File: src/fxtc_pkg.sv
// Shared constants and types for the FX to TX media converter
package fxtc_pkg;

  // Clock and timing
  localparam int CLK_PERIOD_NS = 8;
  localparam int MDIX_SLOT_NS = 1000;
  localparam int MDIX_SLOT_CYC = (MDIX_SLOT_NS + CLK_PERIOD_NS - 1)
                                 / CLK_PERIOD_NS;
  localparam int MDIX_CNT_W = 8;

  // Scrambler polynomial x^11 + x^9 + 1
  localparam int LFSR_W = 11;
  localparam int LFSR_TAP_A = 10;
  localparam int LFSR_TAP_B = 8;
  localparam logic [10:0] LFSR_SEED = 11'h000;

  // Buffer shape
  localparam int BUF_W = 1;
  localparam int BUF_DEPTH = 2;

  // Synchroniser bit positions
  localparam int SY_HTX = 0;
  localparam int SY_APOS = 1;
  localparam int SY_ANEG = 2;
  localparam int SY_BPOS = 3;
  localparam int SY_BNEG = 4;
  localparam int SY_INH = 5;
  localparam int SY_PFULL = 6;
  localparam int SY_SCL = 7;
  localparam int SY_SDA = 8;
  localparam int SY_W = 9;
  // Inhibit, clock and data idle high through their pull-ups
  localparam logic [8:0] SY_RST = 9'h1a0;

  // Management serial addresses, bit 0 selects read
  localparam logic [6:0] ID_MEM_ADDR = 7'h50;
  localparam logic [6:0] PHY_ADDR = 7'h5f;
  // Identification byte value is arbitrary
  localparam logic [7:0] ID_FILL_BYTE = 8'hff;

  // PHY register pointers and control layout
  localparam logic [7:0] PHY_PTR_STAT = 8'h00;
  localparam logic [7:0] PHY_PTR_CTRL = 8'h01;
  localparam int CTRL_ADV_FULL = 0;
  localparam int CTRL_ADV_PAUSE = 1;
  localparam logic [1:0] CTRL_RST = 2'h3;
  localparam logic [3:0] BIT_CNT_FULL = 4'h8;

  // Three level line drive
  typedef struct packed {
    logic pos;
    logic neg;
  } fxtc_line_s;

  typedef enum {
    I2C_IDLE,
    I2C_ADDR,
    I2C_ACK_A,
    I2C_WR,
    I2C_ACK_W,
    I2C_RD,
    I2C_ACK_R
  } fxtc_i2c_e;

endpackage : fxtc_pkg

File: src/fxtc_buf.sv
// Two entry buffer with valid and ready on both sides
`timescale 1ns/1ps
module fxtc_buf #(
  parameter int W = fxtc_pkg::BUF_W
) (
  // Clock and reset
  input wire logic sys_clk_i,
  input wire logic nrst_i,
  // Fill side
  input wire logic in_valid_i,
  output logic in_ready_o,
  input wire logic [W-1:0] in_data_i,
  // Drain side
  output logic out_valid_o,
  input wire logic out_ready_i,
  output logic [W-1:0] out_data_o
);
  import fxtc_pkg::*;

  logic [W-1:0] mem [BUF_DEPTH];
  logic wr_ptr;
  logic rd_ptr;
  logic [1:0] count;
  logic push;
  logic pop;

  // Full and empty follow the entry count
  assign in_ready_o = (count != 2'h2);
  assign out_valid_o = (count != 2'h0);
  assign out_data_o = mem[rd_ptr];
  assign push = in_valid_i && in_ready_o;
  assign pop = out_valid_o && out_ready_i;

  // Entry storage
  always_ff @(posedge sys_clk_i or negedge nrst_i)
  begin
    if (!nrst_i)
    begin
      mem[0] <= '0;
      mem[1] <= '0;
    end
    else if (push)
      mem[wr_ptr] <= in_data_i;
  end

  // Pointers and count
  always_ff @(posedge sys_clk_i or negedge nrst_i)
  begin
    if (!nrst_i)
    begin
      wr_ptr <= 1'b0;
      rd_ptr <= 1'b0;
      count <= 2'h0;
    end
    else
    begin
      if (push)
        wr_ptr <= ~wr_ptr;
      if (pop)
        rd_ptr <= ~rd_ptr;
      if (push && !pop)
        count <= count + 2'h1;
      else if (pop && !push)
        count <= count - 2'h1;
    end
  end

endmodule : fxtc_buf

File: src/fxtc_top.sv
// FX serial to TX copper media converter with management slave
// Summary of operation
// Host NRZI transmit stream becomes copper MLT-3
// Copper MLT-3 becomes NRZI to host
// Scramble toward copper, descramble from copper
// Transmit and receive paths run independently
// Half duplex supported alongside full duplex
// Fixed 100 Mb/s; negotiate duplex, pause
// No parallel detection of partner speed
// Automatic pair swap from sensed receive energy
// Inhibit high disables whichever pair transmits
// Inhibit low allows normal transmission
// Undriven inhibit counts as high
// Loss of signal output held low
// Transmit fault output held low
// Bandwidth select input ignored
// Host keeps serial clock under maximum rate
// Serial link: host clock, two-way data
// Module never holds serial clock low
// Identification memory answers its own address
// PHY registers answer at separate address
// MLT-3 steps on ones, holds on zeros
`timescale 1ns/1ps
module fxtc_top (
  // Clock and reset
  input wire logic sys_clk_i,
  input wire logic nrst_i,
  // Host serial pairs
  input wire logic host_tx_pos_i,
  input wire logic host_tx_neg_i,
  output logic host_rx_pos_o,
  output logic host_rx_neg_o,
  // Copper pair A and B drive and sense
  output fxtc_pkg::fxtc_line_s pair_a_tx_o,
  output logic pair_a_oe_o,
  output fxtc_pkg::fxtc_line_s pair_b_tx_o,
  output logic pair_b_oe_o,
  input wire fxtc_pkg::fxtc_line_s pair_a_rx_i,
  input wire fxtc_pkg::fxtc_line_s pair_b_rx_i,
  // Negotiation and link status
  input wire logic link_partner_full_i,
  output logic full_duplex_o,
  output logic pause_adv_o,
  output logic collision_o,
  output logic mdix_swap_o,
  // Host sideband pins
  input wire logic transmit_inhibit_i,
  input wire logic rate_select_i,
  output logic tx_fault_o,
  output logic signal_lost_flag_o,
  // Management serial pins
  input wire logic mgmt_serial_clock_i,
  input wire logic mgmt_serial_data_i,
  output logic mgmt_serial_data_o,
  output logic mgmt_serial_data_oe_o
);
  import fxtc_pkg::*;

  logic [SY_W-1:0] sy_raw;
  logic [SY_W-1:0] sync1;
  logic [SY_W-1:0] sync2;
  logic [SY_W-1:0] sync_d;
  logic [LFSR_W-1:0] scr;
  logic [LFSR_W-1:0] dscr;
  logic tx_bit;
  logic scr_bit;
  logic buf_ready;
  logic buf_valid;
  logic buf_bit;
  logic drain_ready;
  logic [1:0] mlt_idx;
  fxtc_line_s mlt_lvl;
  fxtc_line_s rx_lvl;
  fxtc_line_s rx_prev;
  logic rx_bit;
  logic dscr_bit;
  logic energy;
  logic [MDIX_CNT_W-1:0] idle_cnt;
  logic [1:0] phy_ctrl;
  fxtc_i2c_e st;
  logic [3:0] bit_cnt;
  logic [7:0] shreg;
  logic [7:0] ptr;
  logic [7:0] rd_byte;
  logic sel_phy;
  logic ptr_set;
  logic scl_rise;
  logic scl_fall;
  logic start_c;
  logic stop_c;
  logic next_full_duplex;

  // Two flip-flop synchronisers for every pin input except host_tx_neg_i and rate_select_i
  assign sy_raw = {mgmt_serial_data_i, mgmt_serial_clock_i,
                   link_partner_full_i, transmit_inhibit_i,
                   pair_b_rx_i.neg, pair_b_rx_i.pos,
                   pair_a_rx_i.neg, pair_a_rx_i.pos, host_tx_pos_i};
  for (genvar g = 0; g < SY_W; g++)
  begin : g_sync
    always_ff @(posedge sys_clk_i or negedge nrst_i)
    begin
      if (!nrst_i)
      begin
        sync1[g] <= SY_RST[g];
        sync2[g] <= SY_RST[g];
        sync_d[g] <= SY_RST[g];
      end
      else
      begin
        sync1[g] <= sy_raw[g];
        sync2[g] <= sync1[g];
        sync_d[g] <= sync2[g];
      end
    end
  end

  // NRZI decode: a level change is a one; the inverted leg is redundant
  assign tx_bit = sync2[SY_HTX] ^ sync_d[SY_HTX];
  assign scr_bit = tx_bit ^ scr[LFSR_TAP_A] ^ scr[LFSR_TAP_B];

  // Self-synchronising scrambler, stalls while the buffer is full
  always_ff @(posedge sys_clk_i or negedge nrst_i)
  begin
    if (!nrst_i)
      scr <= LFSR_SEED;
    else if (buf_ready)
      scr <= {scr[LFSR_W-2:0], scr_bit};
  end

  // Inhibit drains nothing, so the buffer fills and the scrambler halts
  assign drain_ready = !sync2[SY_INH];

  fxtc_buf #(
    .W(BUF_W)
  ) u_buf (
    .sys_clk_i(sys_clk_i),
    .nrst_i(nrst_i),
    .in_valid_i(1'b1),
    .in_ready_o(buf_ready),
    .in_data_i(scr_bit),
    .out_valid_o(buf_valid),
    .out_ready_i(drain_ready),
    .out_data_o(buf_bit)
  );

  // MLT-3 cycle zero, plus, zero, minus
  always_ff @(posedge sys_clk_i or negedge nrst_i)
  begin
    if (!nrst_i)
      mlt_idx <= 2'h0;
    else if (buf_valid && drain_ready && buf_bit)
      mlt_idx <= mlt_idx + 2'h1;
  end
  assign mlt_lvl.pos = (mlt_idx == 2'h1);
  assign mlt_lvl.neg = (mlt_idx == 2'h3);

  // Pair routing; the driver of the active pair follows inhibit
  always_ff @(posedge sys_clk_i or negedge nrst_i)
  begin
    if (!nrst_i)
    begin
      pair_a_tx_o <= '0;
      pair_b_tx_o <= '0;
      pair_a_oe_o <= 1'b0;
      pair_b_oe_o <= 1'b0;
    end
    else
    begin
      pair_a_tx_o <= (mdix_swap_o || sync2[SY_INH]) ? '0 : mlt_lvl;
      pair_b_tx_o <= (!mdix_swap_o && !sync2[SY_INH]) ? '0 : mlt_lvl;
      if (sync2[SY_INH])
        pair_b_tx_o <= '0;
      pair_a_oe_o <= !mdix_swap_o && !sync2[SY_INH];
      pair_b_oe_o <= mdix_swap_o && !sync2[SY_INH];
    end
  end

  // Receive pair is the one not transmitting
  assign rx_lvl.pos = mdix_swap_o ? sync2[SY_APOS] : sync2[SY_BPOS];
  assign rx_lvl.neg = mdix_swap_o ? sync2[SY_ANEG] : sync2[SY_BNEG];
  assign energy = rx_lvl.pos || rx_lvl.neg;
  assign rx_bit = (rx_lvl != rx_prev);
  assign dscr_bit = rx_bit ^ dscr[LFSR_TAP_A] ^ dscr[LFSR_TAP_B];

  // Receive path, independent of transmit
  always_ff @(posedge sys_clk_i or negedge nrst_i)
  begin
    if (!nrst_i)
    begin
      rx_prev <= '0;
      dscr <= LFSR_SEED;
      host_rx_pos_o <= 1'b0;
      host_rx_neg_o <= 1'b1;
    end
    else
    begin
      rx_prev <= rx_lvl;
      dscr <= {dscr[LFSR_W-2:0], rx_bit};
      if (dscr_bit)
      begin
        host_rx_pos_o <= ~host_rx_pos_o;
        host_rx_neg_o <= ~host_rx_neg_o;
      end
    end
  end

  // Swap hunt: toggle pairs after a quiet slot; any energy restarts the slot count
  always_ff @(posedge sys_clk_i or negedge nrst_i)
  begin
    if (!nrst_i)
    begin
      idle_cnt <= '0;
      mdix_swap_o <= 1'b0;
    end
    else if (energy)
      idle_cnt <= '0;
    else if (idle_cnt == MDIX_CNT_W'(MDIX_SLOT_CYC - 1))
    begin
      idle_cnt <= '0;
      mdix_swap_o <= ~mdix_swap_o;
    end
    else
      idle_cnt <= idle_cnt + 1'b1;
  end

  // Duplex resolution; speed is fixed, no parallel detection
  // Collision follows the same next value, so it never lags a change
  assign next_full_duplex = phy_ctrl[CTRL_ADV_FULL] && sync2[SY_PFULL];
  always_ff @(posedge sys_clk_i or negedge nrst_i)
  begin
    if (!nrst_i)
    begin
      full_duplex_o <= 1'b0;
      pause_adv_o <= 1'b0;
      collision_o <= 1'b0;
    end
    else
    begin
      full_duplex_o <= next_full_duplex;
      pause_adv_o <= phy_ctrl[CTRL_ADV_PAUSE];
      collision_o <= !next_full_duplex && energy
                     && (mlt_lvl != '0);
    end
  end

  // Tied-off sideband outputs; rate select has no load
  always_ff @(posedge sys_clk_i or negedge nrst_i)
  begin
    if (!nrst_i)
    begin
      tx_fault_o <= 1'b0;
      signal_lost_flag_o <= 1'b0;
    end
    else
    begin
      tx_fault_o <= 1'b0;
      signal_lost_flag_o <= 1'b0;
    end
  end

  // Serial bus conditions; clock is input only, never held
  assign scl_rise = sync2[SY_SCL] && !sync_d[SY_SCL];
  assign scl_fall = !sync2[SY_SCL] && sync_d[SY_SCL];
  assign start_c = sync2[SY_SCL] && sync_d[SY_SCL] && sync_d[SY_SDA]
                   && !sync2[SY_SDA];
  assign stop_c = sync2[SY_SCL] && sync_d[SY_SCL] && !sync_d[SY_SDA]
                  && sync2[SY_SDA];
  assign rd_byte = !sel_phy ? ID_FILL_BYTE :
                   (ptr == PHY_PTR_CTRL) ? {6'h00, phy_ctrl} :
                   {4'h0, collision_o, mdix_swap_o, full_duplex_o,
                    energy};

  // Serial slave state, bit counting and data drive
  always_ff @(posedge sys_clk_i or negedge nrst_i)
  begin
    if (!nrst_i)
    begin
      st <= I2C_IDLE;
      bit_cnt <= 4'h0;
      shreg <= 8'h00;
      sel_phy <= 1'b0;
      mgmt_serial_data_oe_o <= 1'b0;
    end
    else if (start_c)
    begin
      st <= I2C_ADDR;
      bit_cnt <= 4'h0;
      mgmt_serial_data_oe_o <= 1'b0;
    end
    else if (stop_c)
    begin
      st <= I2C_IDLE;
      mgmt_serial_data_oe_o <= 1'b0;
    end
    else
    begin
      case (st)
        I2C_ADDR, I2C_WR:
        begin
          if (scl_rise && bit_cnt != BIT_CNT_FULL)
          begin
            shreg <= {shreg[6:0], sync2[SY_SDA]};
            bit_cnt <= bit_cnt + 4'h1;
          end
          else if (scl_fall && bit_cnt == BIT_CNT_FULL)
          begin
            if (st == I2C_WR)
            begin
              st <= I2C_ACK_W;
              mgmt_serial_data_oe_o <= 1'b1;
            end
            else if (shreg[7:1] == ID_MEM_ADDR || shreg[7:1] == PHY_ADDR)
            begin
              st <= I2C_ACK_A;
              sel_phy <= (shreg[7:1] == PHY_ADDR);
              mgmt_serial_data_oe_o <= 1'b1;
            end
            else
              st <= I2C_IDLE;
          end
        end
        I2C_ACK_A, I2C_ACK_W:
        begin
          if (scl_fall)
          begin
            bit_cnt <= 4'h0;
            if (st == I2C_ACK_A && shreg[0])
            begin
              st <= I2C_RD;
              shreg <= {rd_byte[6:0], 1'b0};
              mgmt_serial_data_oe_o <= !rd_byte[7];
            end
            else
            begin
              st <= I2C_WR;
              mgmt_serial_data_oe_o <= 1'b0;
            end
          end
        end
        I2C_RD:
        begin
          if (scl_rise)
            bit_cnt <= bit_cnt + 4'h1;
          else if (scl_fall)
          begin
            if (bit_cnt == BIT_CNT_FULL)
            begin
              st <= I2C_ACK_R;
              mgmt_serial_data_oe_o <= 1'b0;
            end
            else
            begin
              mgmt_serial_data_oe_o <= !shreg[7];
              shreg <= {shreg[6:0], 1'b0};
            end
          end
        end
        I2C_ACK_R:
        begin
          if (scl_rise && sync2[SY_SDA])
            st <= I2C_IDLE;
          else if (scl_fall)
          begin
            st <= I2C_RD;
            bit_cnt <= 4'h0;
            shreg <= {rd_byte[6:0], 1'b0};
            mgmt_serial_data_oe_o <= !rd_byte[7];
          end
        end
        default:
          mgmt_serial_data_oe_o <= 1'b0;
      endcase
    end
  end

  // PHY register pointer and control writes
  always_ff @(posedge sys_clk_i or negedge nrst_i)
  begin
    if (!nrst_i)
    begin
      ptr <= PHY_PTR_STAT;
      ptr_set <= 1'b0;
      phy_ctrl <= CTRL_RST;
      mgmt_serial_data_o <= 1'b0;
    end
    else
    begin
      mgmt_serial_data_o <= 1'b0; // Open drain: only ever pulls low
      if (st == I2C_ADDR)
        ptr_set <= 1'b0;
      else if (st == I2C_ACK_W && scl_fall && sel_phy)
      begin
        ptr_set <= 1'b1;
        if (!ptr_set)
          ptr <= shreg;
        else if (ptr == PHY_PTR_CTRL)
          phy_ctrl <= shreg[1:0];
      end
    end
  end
endmodule : fxtc_top

File: config.mk
export PLATFORM = sky130hd
export DESIGN_NAME = fxtc_top
export DESIGN_NICKNAME = d
export VERILOG_FILES = /design/src/fxtc_pkg.sv /design/src/fxtc_buf.sv /design/src/fxtc_top.sv
export SDC_FILE = /design/constraint.sdc
export NUM_CORES = 1
export LEC_CHECK = 0
export BUFFER_PORTS_ARGS = -buffer_cell sky130_fd_sc_hd__buf_4
export CAP_MARGIN = 20
export CORE_ASPECT_RATIO = 2
export CORE_MARGIN = 2
export CORE_UTILIZATION = 50
export DETAILED_ROUTE_END_ITERATION = 10
export PLACE_DENSITY = 0.71
export SETUP_SLACK_MARGIN = 0.2
export SLEW_MARGIN = 25
export SYNTH_ARGS = -nofsm -noshare
export SYNTH_HDL_FRONTEND = slang
export SYNTH_SLANG_ARGS = --single-unit
File: constraint.sdc
create_clock -name sys_clk_i -period 1.8 [get_ports sys_clk_i]
set_input_delay 0.09 -clock sys_clk_i [delete_from_list [all_inputs] [get_ports sys_clk_i]]
set_output_delay 0.09 -clock sys_clk_i [all_outputs]
set_load 0.005 [all_outputs]
==> After elaboration in Yosys (flattened, before gate mapping) <==
Cells that the tools add are included.
{ "op_classes": {"mux": 63, "n_reduce_logical": 54, "n_eq_ne": 42, "magnitude_cmp": 3, "add_sub_neg": 5, "n_bitwise": 19} }
{ "op_table": {"columns": ["operator", "count"], "rows": [
  ["$mux 32", 10],
  ["$eq 32x3->1 const B", 5],
  ["$pmux 32 s4", 1],
  ["$eq 32x2->1 const B", 3],
  ["$mux 8", 11],
  ["$ne 4x4->1 const B", 9],
  ["$eq 32x1->1 const B", 1],
  ["$eq 32x4->1 const B", 1],
  ["$pmux 8 s4", 1],
  ["$mux 4", 7],
  ["$logic_and 1x1->1", 23],
  ["$mux 1", 21],
  ["$ne 2x2->1 const B", 10],
  ["$pmux 4 s4", 1],
  ["$reduce_and 8->1", 2],
  ["$eq 7x7->1 const B", 2],
  ["$mux 2", 6],
  ["$not 1->1", 12],
  ["$logic_not 1->1", 11],
  ["$reduce_and 11->1", 1],
  ["$ne 5x5->1 const B", 2],
  ["$ne 3x3->1 const B", 3],
  ["$add 8x1->8 const B", 1],
  ["$eq 8x1->1 const B", 1],
  ["other kinds (27)", 41]
]} }
{ "totals": {"out_inout_bits": 16, "wordCells": 238, "reg_bits": 130, "input_bits": 13} }

==> Longest topological paths before layout <==
{ "depth": {"depth_word": 10, "ltp_mapped": 7, "depth_no_buf": 7} }

==> Modules after synthesis <==
A second synthesis with hierarchy kept.
{ "hier_totals": {"hier_cells": 347, "area_unflattened_um2": 4252.8} }
{ "by_module_without_submodules": {"columns": ["mod", "cells_per_inst", "area_per_inst_um2", "seq_area_each_um2", "n_inst"], "rows": [
  ["fxtc_top", 325, 3965.1, 2391.0, 1],
  ["fxtc_buf", 22, 287.8, 150.1, 1]
]} }

==> Worst setup path after synthesis <==
Ideal clock, no wire load.
{ "synth_timing": {"path_type": "reg2reg", "from": "reg sync2[8]", "to": "reg mgmt_serial_data_oe_o", "path_buffers": 1, "stages_incl_launch_ff": 7, "required_ps": 1673, "slack_ps": -121, "period_less_slack_ps": 1921, "setup_time_ps": 127, "arrival_ps": 1794, "path_cell_list": "dfstp_2 > buf_6 > xor2_2 > and3_4 > or4_1 > nand4_1 > mux2_1"} }
{ "synth_via": {"elab_chain_cells": 4, "word_cells_on_any_way": 15, "cone_classes": "8 x eq/ne; 2 x mux; 5 x reduce/logical"} }
{ "synth_lines": {"columns": ["element", "line_no", "rtl"], "rows": [
  ["start, declared", "fxtc_top.sv:61", "logic [SY_W-1:0] sync2;"],
  ["start signal, assigned by index", "fxtc_top.sv:105", "sync2[g] <= SY_RST[g];"],
  ["start signal, assigned by index", "fxtc_top.sv:111", "sync2[g] <= sync1[g];"],
  ["$logic_not 1->1", "fxtc_top.sv:265", "&& !sync2[SY_SDA];"],
  ["$logic_and 1x1->1", "fxtc_top.sv:265", null],
  ["$ne 5x5->1 (no line) or $ne 4x4->1 (tied branches)", null, null],
  ["$reduce_and 8->1 (no line)", null, null],
  ["end signal, assigned", "fxtc_top.sv:331", "mgmt_serial_data_oe_o <= !rd_byte[7];"],
  ["end signal, assigned", "fxtc_top.sv:353", "mgmt_serial_data_oe_o <= !shreg[7];"],
  ["end signal, assigned", "fxtc_top.sv:367", "mgmt_serial_data_oe_o <= !rd_byte[7];"],
  ["end, declared", "fxtc_top.sv:55", "output logic mgmt_serial_data_oe_o"]
]} }
Several ways; a longest one is shown, not always the timed one.
A chain may end at the register's enable or synchronous reset.

==> Worst setup path after layout <==
{ "layout_timing": {"from": "reg sync_d[8]", "to": "reg mgmt_serial_data_oe_o"} }
{ "layout_via": {"elab_chain_cells": 5, "word_cells_on_any_way": 16, "cone_classes": "8 x eq/ne; 2 x mux; 6 x reduce/logical"} }
{ "layout_lines": {"columns": ["element", "line_no", "rtl"], "rows": [
  ["start, declared", "fxtc_top.sv:62", "logic [SY_W-1:0] sync_d;"],
  ["start signal, assigned by index", "fxtc_top.sv:106", "sync_d[g] <= SY_RST[g];"],
  ["start signal, assigned by index", "fxtc_top.sv:112", "sync_d[g] <= sync2[g];"],
  ["$logic_not 1->1", "fxtc_top.sv:266", "assign stop_c = sync2[SY_SCL] && sync_d[SY_SCL] && !sync_d[SY_SDA]"],
  ["$logic_and 1x1->1", "fxtc_top.sv:266", null],
  ["$logic_and 1x1->1", "fxtc_top.sv:267", "&& sync2[SY_SDA];"],
  ["$ne 5x5->1 (no line) (tied with other cells)", null, null],
  ["$reduce_and 8->1 (no line) or $mux 1 (tied branches)", null, null]
]} }
Several ways; a longest one is shown, not always the timed one.

==> run summary <==
The run finished, with violations left. The checks that failed: setup timing. The area fraction of the dominant cell type after synthesis was 52.1%; the maximum achievable frequency was 0.533 GHz. Pin placement for this block handled 29 I/O pins.

Setup violations remaining at the end of the flow were counted as 11. Measured in cells, the most critical reg-to-reg path has a length of 6. Register-to-register setup slack: -0.08 ns.

Buffers inserted during clock tree synthesis total 9. The post-layout minimum cycle time came out at 1.88 ns. The last weighted congestion value of the routability-driven placer was 0.917; the post-synthesis to final-layout area growth was 32.5%. The commonest cells after synthesis are 90 x sky130_fd_sc_hd__dfrtp_1, 25 x sky130_fd_sc_hd__nor2_1, 18 x sky130_fd_sc_hd__mux2_2. The final instance area is 5720 um^2, and the die height is 135 um.

The type of the worst setup path is reg -> reg. The analysis attributes to cell leakage a power of 2.54 nW. The initial antenna violation count was 0; the number of distinct library cells after synthesis was 61. The tools report the clock root buffer master as sky130_fd_sc_hd__clkbuf_16.

STA classifies the critical path endpoint as a flip-flop. For this configuration, the core starts out at a cell density of 50.7%. Global routing consumed, on the met3 layer, 3.27% of the routing resources.

Dividing the detail-routed via count by the number of cells gives 5.33. Busiest layer in global routing: met2. Dividing the synthesized area by the synthesized cell count gives 12.1 um^2.

After clock tree synthesis, the clock-pin slew on the worst setup and hold paths is 0.07 ns. HPWL reported at the end of detailed placement: 6540 um. Reported max-cap violation count: 0. At the pin with the least slew margin, the transition time is 0.499 ns. The antenna diode count is 0, and the number of nets in the finished design is 470.

Cell accounting for the most synthesized area: sky130_fd_sc_hd__dfrtp_1. The reg-to-reg endpoint was mgmt_serial_data_oe_o$_DFFE_PN0P_. The average wire per cell in the routed design was 16.7 um; the maximum VDD drop was 912 uV. On the critical path the largest part of the delay comes from flip-flops. The final sum of negative setup slack was -0.499 ns. Clock tree synthesis found a total of 101 sinks. The run gives 8530 um^2 as the placeable core region. Among all cell types in the netlist, the one instantiated most often is sky130_fd_sc_hd__dfrtp_1.

The run gives 0.257 ns as the final hold slack. The tools report the kind of start point of the critical path as a flip-flop. The detailed router's first-iteration violation count came out at 124. The total overflow left after global routing is 0.

In the routed design, unresolved DRC markers number 0. The worst pin sits at a relative slew slack of 66.6%. The cell area that synthesis handed to floorplanning was 4320 um^2. Of the cells placed in the final design, the portion with a size suffix greater than 1 is 40.4%. The floorplan has 48 rows. TritonCTS built the clock tree. The synthesized design contains 0 enable-type register cells. The path class of the tightest hold or removal check is in -> async. For the worst setup path, the data arrival time is 2.11 ns.

The H-tree was split into 3 levels. The detail route stage leaves a number of antenna-violating nets equal to 0. Across the routed clock network, the largest skew measured is 0.00876 ns. Power comes to 6.69 mW.

The signal on the critical path passes through xor2_4 -> o21ai_2 -> a311oi_2 -> buf_4 -> nand4_1 -> mux2_4. The die boundary width was 69.7 um; the number of optimization iterations in the first detailed-route pass was 6. After synthesis, flip-flops and latches occupy 58.8% of the total area. In the global route stage, met1 resource usage came out at 21.0%. Along the worst path, the maximum fanout reaches 4. In the finished design, the share of the clock period the worst path needs comes to 104%. Yosys attributes the largest share of cell area to sky130_fd_sc_hd__dfrtp_1 52%, sky130_fd_sc_hd__dfstp_2 6.7%, sky130_fd_sc_hd__mux2_2 4.7%. The worst register-to-register path begins at sync_d[8]$_DFF_PN1_. For this run, asynchronously set or reset flops after synthesis account for 100%. The worst path buffer plus inverter count was 1; the instance area after placement was 5020 um^2.

The via count of the first global-routing pass came out at 3174. Counting every instance in the synthesized netlist gives 356. The critical-path cell with the highest stage delay is sky130_fd_sc_hd__dfstp_2. For this run, global-route usage on met2 was measured as 41.7%. The die covers 9450 um^2. The max-slew violation count came out at 0. The register bit total from synthesis came out at 101. The logs give -0.0772 ns for the smallest setup slack after layout and 2966 for the total number of vias. The source-to-sink clock delay at the later pin of the worst-skew pair came out at 0.34 ns. The first global-routing pass estimated 15100 um of wire. The critical path required time came out at 2.03 ns. The power density normalized to cell area was 1170 nW/um^2; the final hold violation count was 0. Setup repair after global routing could not meet its margin everywhere. During synthesis, Yosys emitted a total of 0 warnings.

The maximum number of pins on one net before global-route repair is 41. Among all flip-flop cells after synthesis, the most frequent one is sky130_fd_sc_hd__dfrtp_1. Buffers placed on the I/O ports in this run total 23. The tools report the number of buffers on the longest clock path as 2. The largest single stage delay on the critical path is 0.59 ns. The all-layer global routing usage was 21.2%; the detailed-route wire length was 9260 um.
per-layer routing:
metal	wire (um)	share of wire, %	vias up
met4	305	3.3	0
li1	-	-	1427
met3	213	2.3	20
met1	3260	35	1470
met5	0	0	-
met2	5490	59	49
worst max path at each step:
stage | slack (ns) | start | endpoint | cells after the start
floorplan | -0.01 | sync2[8]$_DFF_PN1_ | mgmt_serial_data_oe_o$_DFFE_PN0P_ | 6
global placement | -0.11 | bit_cnt[1]$_DFFE_PN0P_ | st[0]$_DFFE_PN0P_ | 8
detailed placement | -0.13 | sync_d[8]$_DFF_PN1_ | mgmt_serial_data_oe_o$_DFFE_PN0P_ | 6
CTS | -0.09 | sync_d[8]$_DFF_PN1_ | mgmt_serial_data_oe_o$_DFFE_PN0P_ | 6
global route | -0.17 | sync_d[8]$_DFF_PN1_ | mgmt_serial_data_oe_o$_DFFE_PN0P_ | 6
finish | -0.08 | sync_d[8]$_DFF_PN1_ | mgmt_serial_data_oe_o$_DFFE_PN0P_ | 6
kinds of logic (layout without fill, tap and decap cells):
logic type	Yosys count	count (layout)	synth area share [%]
DFF	101	101	58.8
muxes	40	40	10.3
and+or+nand+nor	104	104	12.7
AOI/OAI and AO/OA	56	56	8.80
other	1	3	0.0868
adders and majority gates	6	6	1.74
xor gates and xnor gates	20	20	4.40
buffers and inverters	28	126	3.24
stage by stage:
stage          setup WS, ns  utilization [%]  std cells
2_1_floorplan       -0.0136                -        358
3_3_place_gp         -0.106             58.9        519
3_5_place_dp         -0.127             58.9        519
4_1_cts             -0.0863             65.4        553
5_1_grt              -0.166             67.1        556
6_report            -0.0772             67.1        556
worst reg2reg max path, stage by stage, from the launching register on:
cell                       delay, ns
sky130_fd_sc_hd__dfstp_2        0.59
sky130_fd_sc_hd__xor2_4         0.21
sky130_fd_sc_hd__o21ai_2        0.10
sky130_fd_sc_hd__a311oi_2       0.25
sky130_fd_sc_hd__buf_4          0.17
sky130_fd_sc_hd__nand4_1        0.13
sky130_fd_sc_hd__mux2_4         0.32
layout make-up:
| cell class | instances | area [um^2] |
|---|---|---|
| sequential | 101 | 2540 |
| clock buffer | 9 | 225 |
| tap | 100 | 125 |
| timing repair buffer | 96 | 795 |
| fill | 605 | 2800 |
| inverter | 14 | 52.6 |
| multi-input combinational | 229 | 1910 |
| clock inverter | 7 | 71.3 |
placed cells by master (no fill, tap or decap), drive strengths merged, types with 7 or more instances in the layout:
cell type     n
nor3         12
xor2         11
mux2i         8
and2          7
clkbuf       10
dfstp        11
nand3         7
xnor2         9
a21oi        12
buf          85
nand2        17
nand2b        7
dfrtp        90
o21ai        15
mux2         32
nor2         26
dlygate4sd3  10
inv          17
sequential cells by signal, summed over array words and instances (netlist names), 3 cells and up:
name	cells
dscr	11
bit_cnt	4
sync2	9
scr	11
sync_d	3
st	3
idle_cnt	8
ptr	8
sync1	9
shreg	8
report_power, final:
| part | internal (mW) | switching (mW) | total [mW] |
|---|---|---|---|
| combinational | 1.01 | 0.747 | 1.76 |
| clock | 1.08 | 0.840 | 1.92 |
| sequential | 2.70 | 0.312 | 3.01 |
what timing repair did:
| item | 4_1_cts | 5_1_grt |
|---|---|---|
| hold endpoints to repair | 40 | 0 |
| pin swaps | 7 | 12 |
| setup buffers | 8 | 3 |
| endpoints found under the setup margin | 36 | 29 |
| hold buffers | 10 | 0 |
| resized for setup | 24 | 25 |
Note: power is estimated with default switching activity, not from simulation.
